==> src/verilog/smbus_pkg.sv <==
// Constants and state encoding for the management bus slave with register pointer
//
// Overview of operation
// - Respond only to fixed seven-bit slave address 2E; nothing configurable.
// - First byte after start is address plus direction bit; 5C when writing.
// - Each byte is nine clocks: eight data bits MSB first, then acknowledge, given by the master on the read byte.
// - Data changes only while clock low; rising data with clock high is stop.
// - Direction is fixed by the address byte; switching needs a new operation.
// - Accept one or two write bytes; supply exactly one byte on a read.
// - First write byte always loads the register pointer, never a data register.
// - A second write byte is stored into the register the pointer selects.
// - Read returns the pointed register without rewriting the pointer first.
// - Single-byte write only sets the pointer and modifies no data register.
// - Support send byte, receive byte, read byte and write byte formats.
// - Repeated start is accepted as the beginning of a new operation.
// - Slave only; never initiates a transfer.
// - Multifunction pin configurable as active-low alert output for limit events.
package smbus_pkg;

   localparam logic [6:0] SLAVE_ADDR      = 7'h2E;
   localparam logic [7:0] WRITE_ADDR_BYTE = 8'h5C;
   localparam logic [3:0] BITS_PER_BYTE   = 4'h8;
   localparam logic [1:0] MAX_WRITE_BYTES = 2'h2;
   localparam logic [7:0] POINTER_RESET   = 8'h00;
   localparam logic [1:0] SYNC_RESET      = 2'h3;

   typedef enum logic [6:0] {
      ST_IDLE   = 7'h01,
      ST_ADDR   = 7'h02,
      ST_ACK    = 7'h04,
      ST_WDATA  = 7'h08,
      ST_RDATA  = 7'h10,
      ST_RACK   = 7'h20,
      ST_IGNORE = 7'h40
   } state_type;

endpackage

==> src/verilog/pin_sync.sv <==
// Two-flop synchroniser for asynchronous pin inputs
`timescale 1ns/100ps
module pin_sync #(
   parameter int         WIDTH = 2,
   parameter logic [1:0] INIT  = 2'h3
) (
   input  wire logic             clock,
   input  wire logic             reset_n,
   input  wire logic [WIDTH-1:0] async_in,
   output logic      [WIDTH-1:0] sync_out
);

   genvar i;
   generate
      for (i = 0; i < WIDTH; i = i + 1) begin : g_bit
         logic [1:0] stage_r;
         // Bus lines idle high, so reset to high avoids a false start
         always_ff @(posedge clock or negedge reset_n) begin
            if (!reset_n) begin
               stage_r <= INIT;
            end else begin
               stage_r <= {stage_r[0], async_in[i]};
            end
         end
         assign sync_out[i] = stage_r[1];
      end
   endgenerate

endmodule

==> src/verilog/smbus_slave_register_pointer.sv <==
// Management bus slave with register pointer, write strobe and alert pin
`timescale 1ns/100ps
module smbus_slave_register_pointer (
   input  wire logic       clock,
   input  wire logic       reset_n,
   input  wire logic       scl_in,
   input  wire logic       sda_in,
   output logic            sda_out,
   output logic            sda_oe,
   output logic [7:0]      reg_addr,
   output logic [7:0]      reg_wr_data,
   output logic            reg_wr_en,
   output logic            reg_rd_en,
   input  wire logic [7:0] reg_rd_data,
   input  wire logic       alert_enable,
   input  wire logic       alert_req,
   output logic            alert_out,
   output logic            alert_oe
);

   smbus_pkg::state_type state_r;
   logic [1:0]           line_s;
   logic                 scl_s;
   logic                 sda_s;
   logic                 scl_q_r;
   logic                 sda_q_r;
   logic [3:0]           bit_cnt_r;
   logic [7:0]           shift_r;
   logic                 rw_r;
   logic [1:0]           byte_idx_r;
   logic [7:0]           pointer_r;
   logic [7:0]           wr_data_r;
   logic                 wr_en_r;
   logic                 rd_en_r;
   logic                 sda_oe_r;
   logic                 sda_out_r;
   logic                 alert_oe_r;
   logic                 alert_out_r;
   logic                 scl_rise;
   logic                 scl_fall;
   logic                 start_det;
   logic                 stop_det;
   logic                 byte_full;
   logic                 addr_match;
   logic                 addr_end;
   logic                 wbyte_end;
   logic                 wbyte_ok;

   pin_sync #(
      .WIDTH (2),
      .INIT  (smbus_pkg::SYNC_RESET)
   ) u_sync (
      .clock    (clock),
      .reset_n  (reset_n),
      .async_in ({scl_in, sda_in}),
      .sync_out (line_s)
   );

   assign scl_s = line_s[1];
   assign sda_s = line_s[0];

   always_ff @(posedge clock or negedge reset_n) begin
      if (!reset_n) begin
         scl_q_r <= 1'b1;
         sda_q_r <= 1'b1;
      end else begin
         scl_q_r <= scl_s;
         sda_q_r <= sda_s;
      end
   end

   assign scl_rise   = scl_s & ~scl_q_r;
   assign scl_fall   = ~scl_s & scl_q_r;
   assign start_det  = scl_s & scl_q_r & sda_q_r & ~sda_s;
   assign stop_det   = scl_s & scl_q_r & ~sda_q_r & sda_s;
   assign byte_full  = (bit_cnt_r == smbus_pkg::BITS_PER_BYTE);
   assign addr_match = (shift_r[7:1] == smbus_pkg::SLAVE_ADDR);
   assign addr_end   = (state_r == smbus_pkg::ST_ADDR) & scl_fall & byte_full;
   assign wbyte_end  = (state_r == smbus_pkg::ST_WDATA) & scl_fall & byte_full;
   assign wbyte_ok   = (byte_idx_r < smbus_pkg::MAX_WRITE_BYTES);

   // Sequencer; start and stop outrank bit events so a repeated start always restarts
   always_ff @(posedge clock or negedge reset_n) begin
      if (!reset_n) begin
         state_r    <= smbus_pkg::ST_IDLE;
         bit_cnt_r  <= 4'h0;
         shift_r    <= 8'h00;
         rw_r       <= 1'b0;
         byte_idx_r <= 2'h0;
      end else if (start_det) begin
         state_r    <= smbus_pkg::ST_ADDR;
         bit_cnt_r  <= 4'h0;
         byte_idx_r <= 2'h0;
      end else if (stop_det) begin
         state_r <= smbus_pkg::ST_IDLE;
      end else begin
         unique case (state_r)
            smbus_pkg::ST_ADDR, smbus_pkg::ST_WDATA: begin
               if (scl_rise && !byte_full) begin
                  shift_r   <= {shift_r[6:0], sda_s};
                  bit_cnt_r <= bit_cnt_r + 4'h1;
               end else if (addr_end) begin
                  rw_r    <= shift_r[0];
                  state_r <= addr_match ? smbus_pkg::ST_ACK : smbus_pkg::ST_IGNORE;
               end else if (wbyte_end) begin
                  byte_idx_r <= byte_idx_r + 2'h1;
                  state_r <= wbyte_ok ? smbus_pkg::ST_ACK : smbus_pkg::ST_IGNORE;
               end
            end
            smbus_pkg::ST_ACK: begin
               if (scl_fall) begin
                  if (rw_r) begin
                     state_r   <= smbus_pkg::ST_RDATA;
                     shift_r   <= reg_rd_data;
                     bit_cnt_r <= 4'h1;
                  end else begin
                     state_r   <= smbus_pkg::ST_WDATA;
                     bit_cnt_r <= 4'h0;
                  end
               end
            end
            smbus_pkg::ST_RDATA: begin
               if (scl_fall) begin
                  if (byte_full) begin
                     state_r <= smbus_pkg::ST_RACK;
                  end else begin
                     shift_r   <= {shift_r[6:0], 1'b0};
                     bit_cnt_r <= bit_cnt_r + 4'h1;
                  end
               end
            end
            smbus_pkg::ST_RACK: begin
               // Only one byte per read; any further clocks see a released line
               if (scl_fall) begin
                  state_r <= smbus_pkg::ST_IGNORE;
               end
            end
            smbus_pkg::ST_IDLE, smbus_pkg::ST_IGNORE: begin
               state_r <= state_r;
            end
            default: begin
               state_r <= smbus_pkg::ST_IDLE;
            end
         endcase
      end
   end

   // Data line drive: only pulls low for acknowledge or read data
   always_ff @(posedge clock or negedge reset_n) begin
      if (!reset_n) begin
         sda_oe_r  <= 1'b0;
         sda_out_r <= 1'b0;
      end else begin
         sda_out_r <= 1'b0;
         if (start_det || stop_det) begin
            sda_oe_r <= 1'b0;
         end else if (addr_end) begin
            sda_oe_r <= addr_match;
         end else if (wbyte_end) begin
            sda_oe_r <= wbyte_ok;
         end else if (scl_fall) begin
            unique case (state_r)
               smbus_pkg::ST_ACK: begin
                  sda_oe_r <= rw_r & ~reg_rd_data[7];
               end
               smbus_pkg::ST_RDATA: begin
                  sda_oe_r <= ~byte_full & ~shift_r[6];
               end
               default: begin
                  sda_oe_r <= 1'b0;
               end
            endcase
         end
      end
   end

   // Pointer survives stops and reads; only a first write byte replaces it
   always_ff @(posedge clock or negedge reset_n) begin
      if (!reset_n) begin
         pointer_r <= smbus_pkg::POINTER_RESET;
      end else if (!start_det && !stop_det && wbyte_end && byte_idx_r == 2'h0) begin
         pointer_r <= shift_r;
      end
   end

   // Register strobes toward the register file
   always_ff @(posedge clock or negedge reset_n) begin
      if (!reset_n) begin
         wr_en_r   <= 1'b0;
         wr_data_r <= 8'h00;
         rd_en_r   <= 1'b0;
      end else begin
         wr_en_r <= !start_det && !stop_det && wbyte_end && byte_idx_r == 2'h1;
         rd_en_r <= !start_det && !stop_det && addr_end && addr_match && shift_r[0];
         if (wbyte_end) begin
            wr_data_r <= shift_r;
         end
      end
   end

   // Alert pin: open drain, pulled low while enabled and a limit event is pending
   always_ff @(posedge clock or negedge reset_n) begin
      if (!reset_n) begin
         alert_oe_r  <= 1'b0;
         alert_out_r <= 1'b0;
      end else begin
         alert_out_r <= 1'b0;
         alert_oe_r  <= alert_enable & alert_req;
      end
   end

   assign sda_out     = sda_out_r;
   assign sda_oe      = sda_oe_r;
   assign reg_addr    = pointer_r;
   assign reg_wr_data = wr_data_r;
   assign reg_wr_en   = wr_en_r;
   assign reg_rd_en   = rd_en_r;
   assign alert_out   = alert_out_r;
   assign alert_oe    = alert_oe_r;

   AST_ADDR_ACK: assert property (@(posedge clock) disable iff (!reset_n)
      addr_end && addr_match && !start_det && !stop_det |=> sda_oe_r ##1 sda_oe_r[*1])
      else $error("Matching address not acknowledged");

   AST_ADDR_NACK: assert property (@(posedge clock) disable iff (!reset_n)
      addr_end && !addr_match && !start_det && !stop_det
      |=> (!sda_oe_r && state_r == smbus_pkg::ST_IGNORE))
      else $error("Foreign address acknowledged");

   AST_PTR_LOAD: assert property (@(posedge clock) disable iff (!reset_n)
      wbyte_end && byte_idx_r == 2'h0 && !start_det && !stop_det
      |=> pointer_r == $past(shift_r) && !wr_en_r)
      else $error("First write byte did not load pointer");

   AST_WR_STROBE: assert property (@(posedge clock) disable iff (!reset_n)
      wr_en_r |-> $past(byte_idx_r) == 2'h1 && reg_wr_data == $past(shift_r))
      else $error("Write strobe without second byte");

   AST_THIRD_NACK: assert property (@(posedge clock) disable iff (!reset_n)
      wbyte_end && byte_idx_r == 2'h2 && !start_det && !stop_det |=> !sda_oe_r)
      else $error("Third write byte acknowledged");

   AST_PTR_HOLD: assert property (@(posedge clock) disable iff (!reset_n)
      stop_det |=> $stable(pointer_r) ##1 $stable(pointer_r))
      else $error("Pointer changed across stop");

   AST_RESTART: assert property (@(posedge clock) disable iff (!reset_n)
      start_det |=> state_r == smbus_pkg::ST_ADDR && bit_cnt_r == 4'h0 && !sda_oe_r)
      else $error("Repeated start not taken");

   AST_READ_MSB: assert property (@(posedge clock) disable iff (!reset_n)
      state_r == smbus_pkg::ST_ACK && scl_fall && rw_r && !start_det && !stop_det
      |=> sda_oe_r == !$past(reg_rd_data[7]) && state_r == smbus_pkg::ST_RDATA)
      else $error("Read data MSB wrong");

   AST_ONE_READ: assert property (@(posedge clock) disable iff (!reset_n)
      state_r == smbus_pkg::ST_RACK && scl_fall && !start_det && !stop_det
      |=> state_r == smbus_pkg::ST_IGNORE && !sda_oe_r)
      else $error("More than one read byte");

   AST_SLAVE_ONLY: assert property (@(posedge clock) disable iff (!reset_n)
      sda_oe_r |-> (state_r == smbus_pkg::ST_ACK || state_r == smbus_pkg::ST_RDATA
                    || state_r == smbus_pkg::ST_RACK) && !sda_out)
      else $error("Data line driven outside slave slots");

   AST_ALERT: assert property (@(posedge clock) disable iff (!reset_n)
      alert_enable && alert_req |=> alert_oe && !alert_out)
      else $error("Alert not asserted");

endmodule

==> config.mk <==
export PLATFORM = sky130hd
export DESIGN_NAME = smbus_slave_register_pointer
export DESIGN_NICKNAME = d
export VERILOG_FILES = /design/src/verilog/smbus_pkg.sv /design/src/verilog/pin_sync.sv /design/src/verilog/smbus_slave_register_pointer.sv
export SDC_FILE = /design/constraint.sdc
export NUM_CORES = 1
export LEC_CHECK = 0
export BUFFER_PORTS_ARGS = -buffer_cell sky130_fd_sc_hd__buf_2
export CORE_AREA = 5 5 92 94
export CTS_BUF_LIST = sky130_fd_sc_hd__clkbuf_8
export CTS_CLUSTER_SIZE = 28
export DETAILED_ROUTE_END_ITERATION = 6
export DIE_AREA = 0 0 97 99
export GPL_ROUTABILITY_DRIVEN = 0
export SLEW_MARGIN = 20
export SYNTH_ARGS = -nofsm -noshare
export SYNTH_HDL_FRONTEND = slang
export SYNTH_SLANG_ARGS = --single-unit
==> constraint.sdc <==
create_clock -name clock -period 5.8 [get_ports clock]
set_clock_uncertainty 0.1 [all_clocks]
set_input_delay 1.16 -clock clock [delete_from_list [all_inputs] [get_ports clock]]
set_output_delay 1.16 -clock clock [all_outputs]
set_load 0.1 [all_outputs]
# [Word-level counts from Yosys, hierarchy flattened]
# Index checks and enable logic that the tools add are counted.
[word_totals] elab_cells=134 in_bits=14 output_inout_bits=22 reg_bits=48
[op_classes] reduce_logical=25 n_addsub=2 n_eq_ne=29 n_bitwise=24 mux=38 n_lt_le_gt_ge=1
[op_table] op="$mux 7" count=11
[op_table] op="$mux 8" count=5
[op_table] op="$pmux 7 s5" count=1
[op_table] op="$mux 4" count=6
[op_table] op="$pmux 8 s3" count=1
[op_table] op="$ne 4x4->1 const B" count=5
[op_table] op="$ne 2x2->1 const B" count=8
[op_table] op="$ne 3x3->1 const B" count=5
[op_table] op="$and 1x1->1" count=14
[op_table] op="$eq 7x6->1 const B" count=2
[op_table] op="$mux 2" count=6
[op_table] op="$pmux 4 s3" count=1
[op_table] op="$not 1->1" count=10
[op_table] op="$reduce_and 5->1" count=2
[op_table] op="$logic_and 1x1->1" count=8
[op_table] op="$reduce_and 8->1" count=1
[op_table] op="$reduce_bool 4->1" count=2
[op_table] op="$eq 7x1->1 const B" count=1
[op_table] op="$eq 7x2->1 const B" count=1
[op_table] op="$eq 7x3->1 const B" count=1
[op_table] op="$eq 7x4->1 const B" count=1
[op_table] op="$eq 7x5->1 const B" count=1
[op_table] op="$eq 7x7->1 const B" count=1
[op_table] op="$reduce_and 7->1" count=1
[op_table] op="other kinds (16)" count=24

# [Logic depth before layout (Yosys ltp)]
# Gate-level depths: netlist of the first run.
[logic_depth] ltp_word=10 mapped_depth=8

# [Cells and area by module]
# A second synthesis of the first run with hierarchy kept.
[hier_totals] hier_cells=233 hier_area_um2=2452.4
[modules_own_cells] module="smbus_slave_register_pointer" cells_each=227 seq_area_each_um2=1104.8 area_per_inst_um2=2332.2 instances=1
[modules_own_cells] module="pin_sync" cells_each=6 seq_area_each_um2=105.1 area_per_inst_um2=120.1 instances=1

# [Worst setup path before layout of the first run]
# Ideal clock, no wire load.
[synth_timing] path_kind="reg2out" startpoint="register sda_oe_r, in the netlist sda_oe" endpoint="output sda_oe" stages_incl_launch_ff=1 arrival_time_ns=0.898 slack_ns=3.642 required_time_ns=4.540 cell_sequence="dfrtp_1"
[synth_rtl] element="from (decl)" line_no="smbus_slave_register_pointer.sv:35" rtl="logic sda_oe_r;"
[synth_rtl] element="from (signal assigned)" line_no="smbus_slave_register_pointer.sv:158" rtl="sda_oe_r <= addr_match;"
[synth_rtl] element="from (signal assigned)" line_no="smbus_slave_register_pointer.sv:160" rtl="sda_oe_r <= wbyte_ok;"
[synth_rtl] element="from (signal assigned)" line_no="smbus_slave_register_pointer.sv:164" rtl="sda_oe_r <= rw_r & ~reg_rd_data[7];"
[synth_rtl] element="to (decl)" line_no="smbus_slave_register_pointer.sv:9" rtl="output logic sda_oe,"
# No word-level cell between the ends.

# [Worst setup path after layout of the first run]
[layout_timing] startpoint="register state_r[1]" endpoint="register shift_r[0]"
[layout_via] elab_chain_cells=4
[layout_rtl] element="from (decl)" line_no="smbus_slave_register_pointer.sv:21" rtl="smbus_pkg::state_type state_r;"
[layout_rtl] element="from (signal assigned)" line_no="smbus_slave_register_pointer.sv:85" rtl="state_r <= smbus_pkg::ST_IDLE;"
[layout_rtl] element="from (signal assigned)" line_no="smbus_slave_register_pointer.sv:91" rtl="state_r <= smbus_pkg::ST_ADDR;"
[layout_rtl] element="from (signal assigned)" line_no="smbus_slave_register_pointer.sv:95" rtl="state_r <= smbus_pkg::ST_IDLE;"
[layout_rtl] element="$eq 7x2->1 or $eq 7x4->1 (tied branches)" line_no="smbus_slave_register_pointer.sv:97" rtl="unique case (state_r)"
[layout_rtl] element="$reduce_or 2->1" line_no="smbus_slave_register_pointer.sv:97"
[layout_rtl] element="$ne 2x2->1 (no line) or $reduce_bool 3->1 (tied branches)"
[layout_rtl] element="$reduce_and 8->1 (no line)"
[layout_rtl] element="to (signal assigned)" line_no="smbus_slave_register_pointer.sv:100" rtl="shift_r <= {shift_r[6:0], sda_s};"
[layout_rtl] element="to (signal assigned)" line_no="smbus_slave_register_pointer.sv:114" rtl="shift_r <= reg_rd_data;"
[layout_rtl] element="to (signal assigned)" line_no="smbus_slave_register_pointer.sv:127" rtl="shift_r <= {shift_r[6:0], 1'b0};"
[layout_rtl] element="to (decl)" line_no="smbus_slave_register_pointer.sv:28" rtl="logic [7:0] shift_r;"
# Several ways; a longest one is shown, not always the timed one.
# A chain may end at the register's enable or synchronous reset.

==> results of run 1 <==
[cells in the final DEF (no fill, tap or decap), types with 2 or more instances in the layout]
cell type,instances
nand2_1,41
dfrtp_1,41
buf_2,32
o22ai_1,10
mux2_2,10
inv_1,9
nor2_1,9
a21oi_1,9
nand3_1,8
o21ai_0,8
a2bb2oi_1,7
dfstp_2,7
clkbuf_8,5
o211ai_1,4
ha_1,4
nor3_1,3
nor3b_1,3
xor2_1,3
nor3_4,2
nand2b_1,2
or4_1,2
nor4bb_1,2
nor4b_1,2
nand4_1,2
mux2i_1,2
a32oi_1,2
xnor2_1,2
or3_1,2
o31ai_1,2
o41ai_1,2
conb_1,2
bufinv_16,2
[cell type report]
| class | instances | area, um^2 |
|---|---|---|
| inverters | 9 | 33.8 |
| clock inverters | 3 | 68.8 |
| clock buffers | 5 | 68.8 |
| flip-flops and latches | 48 | 1210 |
| repair buffers | 33 | 168 |
| fillers | 743 | 4750 |
| well taps | 102 | 128 |
| multi-input cells | 170 | 1140 |
[power breakdown]
part | internal [mW] | total (mW) | switching, mW
clock | 0.174 | 0.296 | 0.123
sequential | 0.355 | 0.386 | 0.0307
combinational | 0.0439 | 0.114 | 0.0701
[how the worst min path moves through the flow]
stage / to / slack (ps) / cells past startpoint
after CTS: u_sync.g_bit[1].stage_r[1] / 260 / 0
after global placement: u_sync.g_bit[1].stage_r[1] / 250 / 0
final: u_sync.g_bit[1].stage_r[1] / 260 / 0
after global routing: u_sync.g_bit[1].stage_r[1] / 260 / 0
after floorplan: u_sync.g_bit[0].stage_r[1] / 250 / 0
after detailed placement: u_sync.g_bit[1].stage_r[1] / 250 / 0
[routing by layer]
metal  global-route usage (%)  share of wire, %  vias up
met3                     2.62               4.8       10
met4                     4.10               1.6        0
li1                         -                 -      918
met5                        0                 0        -
met1                     16.6                47      931
met2                     18.5                46       52
[flip-flops by register name, summed over array words and instances, names as in the netlist]
name and flops:
alert_oe 1, bit_cnt_r 4, byte_idx_r 2, reg_addr 8, reg_rd_en 1, reg_wr_data 8, reg_wr_en 1, rw_r 1
scl_q_r 1, sda_oe 1, sda_q_r 1, shift_r 8, state_r 7, u_sync.g_bit.stage_r 4
[critical path, stage by stage (launching register included)]
cell	delay [ps]
dfrtp_1	480
nor4_4	510
and3_1	630
nor3_1	200
nor2_4	310
mux2_1	360
[logic make-up (layout without fill, tap and decap cells)]
family,after synthesis,in the layout,synth area share [%]
xor+xnor,5,5,1.78
compound gates,52,52,14.7
other cells,1,2,0.153
simple gates,94,94,21.6
flops,48,48,49.2
buf+inv,22,50,4.58
fa+ha+maj,4,4,2.04
mux,13,13,5.86
[metrics by stage]
stage / power (mW) / hold WS (ps) / worst slack, ps
2_1_floorplan: 0.475 / 245 / 3640
3_3_place_gp: 0.504 / 246 / 2770
3_5_place_dp: 0.504 / 247 / 2680
4_1_cts: 0.802 / 262 / 2670
5_1_grt: 0.832 / 263 / 2840
6_report: 0.796 / 260 / 3070
[cell usage after synthesis, drive strengths merged (3+ instances only)]
library cell	n
dfstp	7
nor2	10
dfrtp	41
mux2	11
xor2	3
nand2	41
or4	3
clkbuf	3
nor3b	3
a2bb2oi	7
o211ai	4
o22ai	10
ha	4
inv	9
a21oi	9
nor3	6
buf	10
o21ai	8
nand3	8
==> results_dict.tcl, run 1 <==
set metrics [dict create \
    outcome "completed" \
    setup_viol 0 \
    drv_cap 0 \
    drv_slew 0 \
    maxSlewHeadroom_pct 38.0 \
    grt_overflow 0 \
    final_hold_viol_count 0 \
    htreeDepth 2 \
    dpl.cell_count 362 \
    std_cell_rows 32 \
    hold_buffers 0 \
    reg2regPathDepth 5 \
    reg2reg_from "state_r[1]" \
    io_pins 36 \
    vias_per_cell 5.16 \
    crit_required_ps 5890 \
    ys_seq_area_share_pct 49.2 \
    critPathLaunch "state_r[1]" \
    syn_area_um2 2460 \
    ys_warn_count 0 \
    crit_path_end_kind "flop" \
    core-area_um2 7570 \
    rrSetupSlack_ps 3070 \
    start_kind "flop" \
    synth_seq_cells 48 \
    cts_sinks 48 \
    yosysUniqueCellTypes 57 \
    area_delta_synth_final_pct 14.8 \
    dieArea_um2 9600 \
    io_buffers 33 \
    hold_path_class "reg2reg" \
    dp_hpwl_um 4120 \
    cts_tree "done" \
    fin_tns_setup_ps 0 \
    powerDensity_nw_per_um2 282 \
    vias 1911 \
    drtPass1Iterations 4 \
    cts_made_buffers 5 \
    dr.first_iter.drc_count 185 \
    grt_pass1_vias 1857 \
    synth-async-reset-ratio_pct 100 \
    path_max_fanout 15 \
    wl_per_cell_um 15.5 \
    fmax_mhz 367 \
    clk_latency_ps 310 \
    avgSynthCellArea_um2 10.3 \
    antenna_cells 0 \
    die_y_um 99 \
    die_w_um 97 \
    cts.clk_slew.worst_paths_ps 100 \
    clockRootBuffer "clkbuf_8" \
    postLayoutCellArea_um2 2820 \
    ant_nets 0 \
    grt_max_degree 49 \
    grt_pass1_wl_um 9460 \
    leakage_nw 1.29 \
    cp.arrival_ps 2820 \
    min_period_ps 2730 \
    instances_no_fill 370 \
    synth_area_leader_cell "dfrtp_1" \
    synth_top_area_share_pct 41.8 \
    path_class "reg2reg" \
    syn_inst 239 \
    rsz0062_at_grt "false" \
    final_nets 285 \
    endpoint "shift_r[0]" \
    drive_above_1_share_pct 25.4 \
    r2r-end "shift_r[0]" \
    hold_start "u_sync.g_bit[1].stage_r[0]" \
    antenna_found_initial 0 \
    worst_slew_pin_slew_ps 929 \
    post_cts_resize_count 0 \
    ys.flop_type "dfrtp_1" \
    drc 0 \
    cts_buffer_depth 2 \
    place_area_um2 2680 \
    wl_um 5750 \
    post_cts_buffers 0 \
    vdd_ir_drop_max_mv 0.140 \
    track_usage_pct 12.0 \
    start_util_pct 32.5 \
    final_util_pct 37.3 \
    synth_edf_count 0 \
    min_period_over_period_pct 47.0 \
    synth.area.top_cells "dfrtp_1 (42%), dfstp_2 (7.5%), nand2_1 (6.3%)" \
]
No activity file was read; power rests on OpenSTA's default activity.
==> inputs of run 2 (changes only) <==
clock period = 2.2 ns   (was 5.8 ns; I/O delays follow)
==> run 2 against run 1 <==
Net effect: global-route usage rose by 0.92 points; setup slack got worse by 3000 ps; clock power rose by 94%; wire length rose by 6.4%; design area rose by 4.4%; cell count rose by 5.1%; register-to-register slack got worse by 3000 ps; hold slack got worse by 240 ps; via count rose by 3.9%; largest power group unchanged; utilization rose by 1.6 points; critical path depth did not move.
==> results_dict.tcl, run 2 (synthesis gave the netlist of run 1 again) <==
set metrics [dict create \
    leakage_nw 1.38 \
    critPathSlowestCell "or4_4" \
    fin_tns_setup_ps 0 \
    wl_um 6120 \
    antenna_found_initial 0 \
    drive_above_1_share_pct 32.4 \
    rrSetupSlack_ps 60 \
    drv_cap 0 \
    cp.arrival_ps 2270 \
    vias 1985 \
    grt_max_degree 27 \
    fill_cells 741 \
    reg2regPathDepth 5 \
    cts.clk_slew.worst_paths_ps 90 \
    r2r-end "bit_cnt_r[3]" \
    critPathBufInv 0 \
    grt_overflow 0 \
    path_class "reg2reg" \
    min_period_ps 2140 \
    multiInputGateArea_um2 1170 \
    cts_made_buffers 5 \
    drtPass1Iterations 4 \
    reg2reg_from "state_r[3]" \
    start_kind "flop" \
    die_y_um 99 \
    layout_common_cells "nand2_1 (40), dfrtp_1 (40), buf_2 (33)" \
    area_delta_synth_final_pct 19.8 \
    vias_per_cell 5.10 \
    track_usage_pct 12.9 \
    critPathLaunch "state_r[3]" \
    powerDensity_nw_per_um2 655 \
    dieArea_um2 9600 \
    crit_path_end_kind "flop" \
    dr.first_iter.drc_count 160 \
    outcome "completed" \
    path_delay_family "simple AND/OR/NAND/NOR gates" \
    path_max_fanout 8 \
    min_period_over_period_pct 97.1 \
    setup_viol 0 \
    dp_hpwl_um 4580 \
    ant_nets 0 \
    core-area_um2 7570 \
    hold_ws_ps 16.0 \
    die_w_um 97 \
    htreeDepth 2 \
    hold_buffers 0 \
    grt_pass1_vias 1992 \
    cts_tree "done" \
    start_util_pct 32.5 \
    clockRootBuffer "clkbuf_8" \
    cts_sinks 48 \
    antenna_cells 0 \
    std_cell_rows 32 \
    final_nets 304 \
    drc 0 \
    io_buffers 33 \
    vdd_ir_drop_max_mv 0.434 \
    crit_required_ps 2330 \
    fmax_mhz 468 \
    cp_cell_sequence "or4_4, nor3_4, a21oi_1, or4_1, o21ai_0" \
    regArea_um2 1210 \
    rsz0062_at_grt "false" \
    drv_slew 0 \
    io_pins 36 \
    wl_per_cell_um 15.7 \
    final_hold_viol_count 0 \
    cpPeakStageDelay_ps 580 \
    cts_buffer_depth 2 \
    hold_path_class "in2async" \
    grt_pass1_wl_um 10100 \
    clk_latency_ps 300 \
]
-- run 2: worst max-delay path by stage --
stage          cells past startpoint           end  slack, ps
2_1_floorplan                      5    shift_r[0]        120
3_5_place_dp                       7   reg_addr[6]         50
3_3_place_gp                       5    shift_r[0]         70
6_report                           5  bit_cnt_r[3]         60
5_1_grt                            7    state_r[2]          8
4_1_cts                            7   reg_addr[6]         20
-- run 2: metrics by stage --
stage               utilization [%]  worst slack (ps)  area [um^2]  power [mW]  std cells
floorplan                         -               122         2460        1.25        240
global placement               37.1              69.5         2810        1.36        380
detailed placement             37.1              53.3         2810        1.36        380
CTS                            38.4              20.8         2910        1.94        388
global route                   38.9              7.90         2940        2.02        389
finish                         38.9              63.5         2940        1.93        389
-- run 2: power breakdown --
part           total [mW]  switching, mW  internal (mW)
Sequential           1.02         0.0787          0.937
Combinational       0.341          0.205          0.136
Clock               0.573          0.315          0.258
-- run 2: area by class of cell --
type | instances | share of cell area (%)
Sequential cell | 48 | 41.1
Multi-Input combinational cell | 170 | 39.7
Timing Repair Buffer | 52 | 10.5
Tap cell | 102 | 4.33
Clock buffer | 6 | 2.80
Inverter | 9 | 1.15
Clock inverter | 2 | 0.467
-- run 2: routing by layer --
metal  part of all wire [%]  vias up  global-route usage (%)
met5                      0        -                       0
met4                    1.1        0                    3.89
met3                    3.6        6                    2.34
met2                     47       48                    20.8
met1                     48      971                    17.7
li1                       -      960                       -
-- run 2: what timing repair did --
| item | 4_1_cts | 5_1_grt |
|---|---|---|
| setup buffers | 0 | 1 |
| endpoints found under the hold margin | 0 | 0 |
| endpoints found under the setup margin | 0 | 19 |
| gates resized for setup | 0 | 7 |
